[src/logic/ushft_consts.vh]
// Constants for the host frame timer: command codes, field positions, reset values
`ifndef USHFT_CONSTS_VH
`define USHFT_CONSTS_VH
`define USHFT_CMD_IVL_RD      8'h0D
`define USHFT_CMD_IVL_WR      8'h8D
`define USHFT_CMD_REM_RD      8'h0E
`define USHFT_CMD_REM_WR      8'h8E
`define USHFT_CMD_NUM_RD      8'h0F
`define USHFT_CMD_NUM_WR      8'h8F
`define USHFT_IVL_NOMINAL     14'h2EDF
`define USHFT_IVL_LSB         0
`define USHFT_IVL_MSB         13
`define USHFT_PKT_LSB         16
`define USHFT_PKT_MSB         30
`define USHFT_TOG_BIT         31
`define USHFT_REM_ZERO        14'h0000
`define USHFT_PKT_ZERO        15'h0000
`define USHFT_NUM_ZERO        16'h0000
`define USHFT_NUM_ONE         16'h0001
`define USHFT_REM_ONE         14'h0001
`define USHFT_WORD_ZERO       32'h00000000
`define USHFT_BITTIME_DIV     8'h14
`define USHFT_CNT_ONE         8'h01
`define USHFT_CNT_ZERO        8'h00
`endif

[src/logic/ushft_bit_tick.v]
// Bit-time tick divider from the system clock
`timescale 1ns/1ps
`include "ushft_consts.vh"
module ushft_bit_tick #(
  parameter [7:0] DIV = `USHFT_BITTIME_DIV
) (
  input  wire clk_sys_i,
  input  wire rstn_i,
  output wire tick_o
);
  reg [7:0] cnt_reg;
  wire [7:0] cnt_next;
  // 250 MHz / 12 MHz is not whole; DIV stays a parameter so a board can trim it
  assign cnt_next = (cnt_reg == DIV - `USHFT_CNT_ONE) ? `USHFT_CNT_ZERO : cnt_reg + `USHFT_CNT_ONE;
  assign tick_o   = (cnt_reg == DIV - `USHFT_CNT_ONE);
  always @(posedge clk_sys_i) begin
    if (!rstn_i) begin
      cnt_reg <= `USHFT_CNT_ZERO;
    end else begin
      cnt_reg <= cnt_next;
    end
  end
endmodule

[src/logic/ushft_frame_timer.v]
// Frame timing unit of a full-speed host controller
// Functional notes
// - Hold 14-bit frame interval, nominal 11999, giving 12000 bit times between start-of-frames.
// - Controller reset command returns frame interval to nominal.
// - Load 15-bit largest-packet field into packet counter at each frame start.
// - Frame remaining counter decrements once per bit time.
// - At zero, remaining counter reloads from interval at next bit time.
// - At zero, interval toggle copies into remaining toggle bit 31.
// - Entering operational state reloads remaining counter from interval.
// - Frame number increments at each reload, wrapping FFFF to 0.
// - Frame number increments on entering operational state.
// - After increment and start-of-frame, write frame number to shared area first.
// - After that shared area write, set start-of-frame status flag.
// - Remaining register read code 0E, write code 8E.
// - Frame number read code 0F, write 8F; field read-only, resets zero.
// - Interval register read code 0D, write code 8D.
`timescale 1ns/1ps
`include "ushft_consts.vh"
module ushft_frame_timer #(
  parameter [7:0] BIT_DIV = `USHFT_BITTIME_DIV
) (
  input  wire        clk_sys_i,
  input  wire        rstn_i,
  input  wire        cmd_valid_i,
  input  wire [7:0]  cmd_code_i,
  input  wire [31:0] cmd_wdata_i,
  output wire        cmd_ready_o,
  output reg  [31:0] cmd_rdata_o,
  output reg         cmd_rvalid_o,
  input  wire        controller_reset_cmd_i,
  input  wire        operational_state_i,
  input  wire        xfer_bit_i,
  input  wire        xfer_req_i,
  input  wire [14:0] xfer_size_i,
  output wire        xfer_grant_o,
  output reg         sof_o,
  output reg         shared_comm_area_wr_o,
  output reg  [15:0] shared_comm_area_data_o,
  input  wire        shared_comm_area_ack_i,
  output wire        ed_fetch_ok_o,
  output reg         sof_status_flag_o,
  input  wire        sof_status_clr_i,
  output wire [13:0] frame_remaining_o,
  output wire [15:0] frame_number_o
);
  localparam [1:0] ST_IDLE = 2'b00;
  localparam [1:0] ST_SHARED_COMM_AREA = 2'b01;
  localparam [1:0] ST_FLAG = 2'b10;

  reg  [13:0] frame_interval_reg;
  reg  [14:0] largest_packet_bits_reg;
  reg         interval_toggle_reg;
  reg  [13:0] frame_remaining_reg;
  reg         remaining_toggle_reg;
  reg  [15:0] frame_number_reg;
  reg  [14:0] pkt_cnt_reg;
  reg         reload_pend_reg;
  reg         oper_d_reg;
  reg  [1:0]  st_reg;
  reg  [1:0]  st_next;
  wire        bit_tick;
  wire        oper_rise;
  wire        frame_start;
  wire        wr_ivl;
  wire        wr_rem;

  ushft_bit_tick #(
    .DIV(BIT_DIV)
  ) u_tick (
    .clk_sys_i(clk_sys_i),
    .rstn_i   (rstn_i),
    .tick_o   (bit_tick)
  );

  assign cmd_ready_o       = 1'b1;
  assign wr_ivl            = cmd_valid_i && (cmd_code_i == `USHFT_CMD_IVL_WR);
  assign wr_rem            = cmd_valid_i && (cmd_code_i == `USHFT_CMD_REM_WR);
  assign oper_rise         = operational_state_i && !oper_d_reg;
  // Reload happens one bit time after zero is seen, or on operational entry
  assign frame_start       = oper_rise || (bit_tick && reload_pend_reg);
  assign frame_remaining_o = frame_remaining_reg;
  assign frame_number_o    = frame_number_reg;
  assign xfer_grant_o      = xfer_req_i && (xfer_size_i <= pkt_cnt_reg);
  // Descriptor fetch is held off until the frame number has reached the shared area
  assign ed_fetch_ok_o     = (st_reg == ST_IDLE) && !frame_start;

  // Interval register; controller reset wins over a same-cycle write
  always @(posedge clk_sys_i) begin
    if (!rstn_i) begin
      frame_interval_reg      <= `USHFT_IVL_NOMINAL;
      largest_packet_bits_reg <= `USHFT_PKT_ZERO;
      interval_toggle_reg     <= 1'b0;
    end else if (controller_reset_cmd_i) begin
      frame_interval_reg      <= `USHFT_IVL_NOMINAL;
    end else if (wr_ivl) begin
      frame_interval_reg      <= cmd_wdata_i[`USHFT_IVL_MSB:`USHFT_IVL_LSB];
      largest_packet_bits_reg <= cmd_wdata_i[`USHFT_PKT_MSB:`USHFT_PKT_LSB];
      interval_toggle_reg     <= cmd_wdata_i[`USHFT_TOG_BIT];
    end
  end

  always @(posedge clk_sys_i) begin
    if (!rstn_i) begin
      oper_d_reg <= 1'b0;
    end else begin
      oper_d_reg <= operational_state_i;
    end
  end

  // Frame remaining counter, toggle and frame number
  always @(posedge clk_sys_i) begin
    if (!rstn_i) begin
      frame_remaining_reg  <= `USHFT_REM_ZERO;
      remaining_toggle_reg <= 1'b0;
      frame_number_reg     <= `USHFT_NUM_ZERO;
      reload_pend_reg      <= 1'b0;
    end else if (frame_start) begin
      frame_remaining_reg  <= frame_interval_reg;
      frame_number_reg     <= frame_number_reg + `USHFT_NUM_ONE;
      reload_pend_reg      <= 1'b0;
    end else if (wr_rem) begin
      frame_remaining_reg  <= cmd_wdata_i[`USHFT_IVL_MSB:`USHFT_IVL_LSB];
      remaining_toggle_reg <= cmd_wdata_i[`USHFT_TOG_BIT];
    end else if (operational_state_i && bit_tick && !reload_pend_reg) begin
      if (frame_remaining_reg == `USHFT_REM_ZERO) begin
        reload_pend_reg      <= 1'b1;
        remaining_toggle_reg <= interval_toggle_reg;
      end else if (frame_remaining_reg == `USHFT_REM_ONE) begin
        frame_remaining_reg  <= `USHFT_REM_ZERO;
        remaining_toggle_reg <= interval_toggle_reg;
        reload_pend_reg      <= 1'b1;
      end else begin
        frame_remaining_reg  <= frame_remaining_reg - `USHFT_REM_ONE;
      end
    end
  end

  // Largest data packet counter
  always @(posedge clk_sys_i) begin
    if (!rstn_i) begin
      pkt_cnt_reg <= `USHFT_PKT_ZERO;
    end else if (frame_start) begin
      pkt_cnt_reg <= largest_packet_bits_reg;
    end else if (xfer_bit_i && (pkt_cnt_reg != `USHFT_PKT_ZERO)) begin
      pkt_cnt_reg <= pkt_cnt_reg - 15'h0001;
    end
  end

  // Frame boundary sequence: SOF, shared area write, then status flag
  always @* begin
    st_next = st_reg;
    case (st_reg)
      ST_IDLE: begin
        if (frame_start) begin
          st_next = ST_SHARED_COMM_AREA;
        end
      end
      ST_SHARED_COMM_AREA: begin
        if (shared_comm_area_ack_i) begin
          st_next = ST_FLAG;
        end
      end
      ST_FLAG: begin
        st_next = ST_IDLE;
      end
      default: begin
        st_next = ST_IDLE;
      end
    endcase
  end

  always @(posedge clk_sys_i) begin
    if (!rstn_i) begin
      st_reg                  <= ST_IDLE;
      sof_o                   <= 1'b0;
      shared_comm_area_wr_o   <= 1'b0;
      shared_comm_area_data_o <= `USHFT_NUM_ZERO;
    end else begin
      st_reg                  <= st_next;
      sof_o                   <= frame_start;
      shared_comm_area_wr_o   <= (st_next == ST_SHARED_COMM_AREA);
      if (st_reg == ST_IDLE && frame_start) begin
        shared_comm_area_data_o <= frame_number_reg + `USHFT_NUM_ONE;
      end
    end
  end

  // Set wins over a clear arriving in the same cycle
  always @(posedge clk_sys_i) begin
    if (!rstn_i) begin
      sof_status_flag_o <= 1'b0;
    end else if (st_reg == ST_FLAG) begin
      sof_status_flag_o <= 1'b1;
    end else if (sof_status_clr_i) begin
      sof_status_flag_o <= 1'b0;
    end
  end

  // Coded reads; write codes and unknown codes return zero data
  always @(posedge clk_sys_i) begin
    if (!rstn_i) begin
      cmd_rdata_o  <= `USHFT_WORD_ZERO;
      cmd_rvalid_o <= 1'b0;
    end else begin
      cmd_rvalid_o <= cmd_valid_i;
      case (cmd_code_i)
        `USHFT_CMD_IVL_RD: begin
          cmd_rdata_o <= {interval_toggle_reg, largest_packet_bits_reg, 2'b00, frame_interval_reg};
        end
        `USHFT_CMD_REM_RD: begin
          cmd_rdata_o <= {remaining_toggle_reg, 17'h00000, frame_remaining_reg};
        end
        `USHFT_CMD_NUM_RD: begin
          cmd_rdata_o <= {16'h0000, frame_number_reg};
        end
        default: begin
          cmd_rdata_o <= `USHFT_WORD_ZERO;
        end
      endcase
    end
  end
endmodule

[config.mk]
export PLATFORM = sky130hd
export DESIGN_NAME = ushft_frame_timer
export DESIGN_NICKNAME = d
export VERILOG_FILES = /design/src/logic/ushft_bit_tick.v /design/src/logic/ushft_frame_timer.v
export VERILOG_INCLUDE_DIRS = /design/src /design/src/logic
export SDC_FILE = /design/constraint.sdc
export NUM_CORES = 1
export LEC_CHECK = 0
export ABC_AREA = 1
export BUFFER_PORTS_ARGS = -buffer_cell sky130_fd_sc_hd__buf_2
export CAP_MARGIN = 10
export CORE_ASPECT_RATIO = 1.25
export CORE_UTILIZATION = 57
export CTS_BUF_LIST = sky130_fd_sc_hd__clkbuf_8
export CTS_CLUSTER_SIZE = 8
export DETAILED_ROUTE_END_ITERATION = 10
export GPL_ROUTABILITY_DRIVEN = 0
export PLACE_DENSITY = 0.87
export SYNTH_ARGS = -nofsm -noshare
export SYNTH_HDL_FRONTEND = slang
export SYNTH_SLANG_ARGS = --single-unit
export TNS_END_PERCENT = 1
[constraint.sdc]
create_clock -name clk_sys_i -period 2.11 [get_ports clk_sys_i]
set_clock_uncertainty 0.2 [all_clocks]
set_input_delay 0.1055 -clock clk_sys_i [delete_from_list [all_inputs] [get_ports clk_sys_i]]
set_output_delay 0.1055 -clock clk_sys_i [all_outputs]
set_load 0.05 [all_outputs]
==> out/summary.txt <==
Status -> finished, violations left
Violated checks -> setup timing
Largest fanout on the critical path -> 3
Worst R2R Path Depth -> 11
CORE AREA -> 11800 um^2
H-tree Lvls -> 4
Async S/R FF share, synth -> 0%
CTS tree -> built
I/O Buffers -> 145
Area contributors post-synth -> dfxtp_1 (40%), nand2_1 (13%), inv_1 (8.0%), nor2_1 (6.5%), a21oi_1 (5.2%)
Vias in the first global route -> 7713
DR vias -> 7883
Tot GR Track Use -> 35.1%
Tot Pwr -> 0.00769 W
Yosys warnings -> 0
Pre-CTS worst setup slack -> -27.9 ps
N_diodes -> 0
P_int -> 0.00475 W
Critical path class -> reg2out
Cell Area, Synth -> 7000 um^2
Worst-Skew Late Latency -> 460 ps
Post-synth EDFFs -> 0
Worst Setup Start Kind -> flop
DP HPWL -> 14300 um
Final setup viols -> 3
Clock power frac -> 28.1%
Commonest non-fill, non-tap cell in the layout -> nand2_1
CP Capture Type -> output port
Psw -> 0.00295 W
Synth cell types -> 38
Critical Path AT -> 2010 ps
Max-slew violation count -> 0
TritonCTS Buffers -> 17
Initial DRC count -> 695
Vias/cell -> 5.50
WL final -> 22200 um
Pre-antenna DRT Iters -> 7
Die height -> 126 um
Worst VDD drop -> 478 uV
Area leader, netlist -> dfxtp_1
DRC Markers -> 0
Die area -> 12700 um^2
Initial Util -> 59.4%
Flop pwr share -> 37.7%
Post-synthesis register bit count -> 140
CP required -> 1800 ps
FMAX -> 0.431 GHz
First-pass GRT wire length -> 34800 um
Hold Fails Final Rpt -> 0
WL met1 -> 8040 um
Syn_nets -> 1110
Initial antenna violation count -> 0
Worst min path class -> in2reg
Sw frac -> 38.3%
Highest metal used -> met4
CTS Sinks -> 140
Root Driver -> clkbuf_8
Mapped Cells -> 1026
WL met3 -> 1830 um
Most flop-heavy register -> cmd_rdata_o
Final worst path period need -> 2320 ps
Num ports -> 149
Grt ovf -> 0
Combinational share of power -> 34.2%
CTS max path bufs -> 2
Placed cells -> 1326
Leakage Power -> 4.56 nW
RSZ-0062 raised after global routing -> true
Number of max-cap violations -> 0
Total Negative Setup Slacks -> -314 ps
Die X -> 101 um
Top-area cell type share of the netlist area -> 40.0%
Clock-pin slew on the worst setup and hold paths -> 80 ps
Most frequent cells in the layout -> nand2_1 (240), buf_2 (143), inv_1 (138)
Hold Path Stages -> 7
Largest net degree at the start of global routing -> 35
Fraction of layout cells with a size suffix above 1 -> 23.4%
Dominant synthesized flop cell -> dfxtp_1
Syn Area/Cell -> 6.83 um^2
Cell area power density -> 824 nW/um^2
Number of flip-flops in the largest register -> 32
Final WS setup -> -208 ps
Net total in the final layout -> 1342
# rows -> 44
Synth-to-layout area growth -> 33.4%
Met2 wire length -> 11200 um
Fin cells -> 1432
Antenna Nets Post-Route -> 0
Seq/Total Area, Yosys -> 40.0%
Fin crit share -> 110%
WL per Instance -> 15.5 um
## worst paths after layout
check	start	endpoint	slack (ps)
setup reg to reg	frame_remaining_o[1]	frame_remaining_o[7]	-10
hold / removal	cmd_code_i[7]	remaining_toggle_reg	50
hold reg to reg	u_tick.cnt_reg[0]	u_tick.cnt_reg[0]	230
setup / recovery	pkt_cnt_reg[14]	xfer_grant_o	-210
## per-stage QoR
step                      hold slack [ps]  util (%)  instance area (um^2)
after detailed placement              140      67.6                  7970
after global placement                137      67.6                  7970
after CTS                            2.98      78.5                  9250
after floorplan                     -1.05         -                  7010
after global routing                 91.4      79.3                  9340
final                                52.9      79.3                  9340
## area by class of cell
type                       instances  area [um^2]
clock buffer                      17          234
clock inverter                    15          153
fill                             811         2440
inverter                         155          597
multi-input combinational        692         3600
sequential                       140         2830
tap                              161          201
timing repair buffer             252         1730
## power groups by stage
stage / clock (W) / sequential (W) / combinational, W
after detailed placement: 0 / 0.00296 / 0.00210
after global routing: 0.00230 / 0.00292 / 0.00287
after CTS: 0.00218 / 0.00289 / 0.00241
final: 0.00216 / 0.00290 / 0.00263
after floorplan: 0 / 0.00313 / 0.00139
after global placement: 0 / 0.00295 / 0.00205
## synthesized netlist by cell type (all sizes together), types with 3 or more instances
cell type,number
nand4,6
dfxtp,140
nor2,129
buf,27
o221ai,5
ha,20
nor3,30
clkbuf,12
nand3,53
a21oi,74
o211ai,11
o21ai,64
nand2,249
a21boi,3
xor2,24
o22ai,14
inv,154
## metal layers
layer	track usage, %	vias up
li1	-	3720
met1	38.3	3612
met2	61.1	447
met3	6.66	104
met4	22.9	0
met5	0	-
## what timing repair did
action,4_1_cts,5_1_grt
resized for setup,48,33
hold buffers,63,1
hold endpoints to repair,75,2
setup endpoints to repair,4,77
pin swaps,10,6
buffers inserted,11,0
## critical path, cell delays in order, from the launching register on
cell,delay [ps]
dfxtp_2,360
inv_2,70
ha_4,280
nand4_1,160
nor2_2,170
nand4_1,150
a21boi_2,200
buf_6,180
## cell families (layout without fill, tap and decap cells)
| group | count (synthesis) | in the layout | share of synthesized area (%) |
|---|---|---|---|
| adders and majority gates | 20 | 20 | 3.57 |
| DFF | 140 | 140 | 40.0 |
| xor gates and xnor gates | 24 | 24 | 3.00 |
| and+or+nand+nor | 473 | 473 | 28.1 |
| AOI/OAI and AO/OA | 174 | 174 | 13.7 |
| buffers and inverters | 194 | 439 | 11.6 |
| other | 1 | 1 | 0.0535 |
Power figures use the tool's default switching activity.
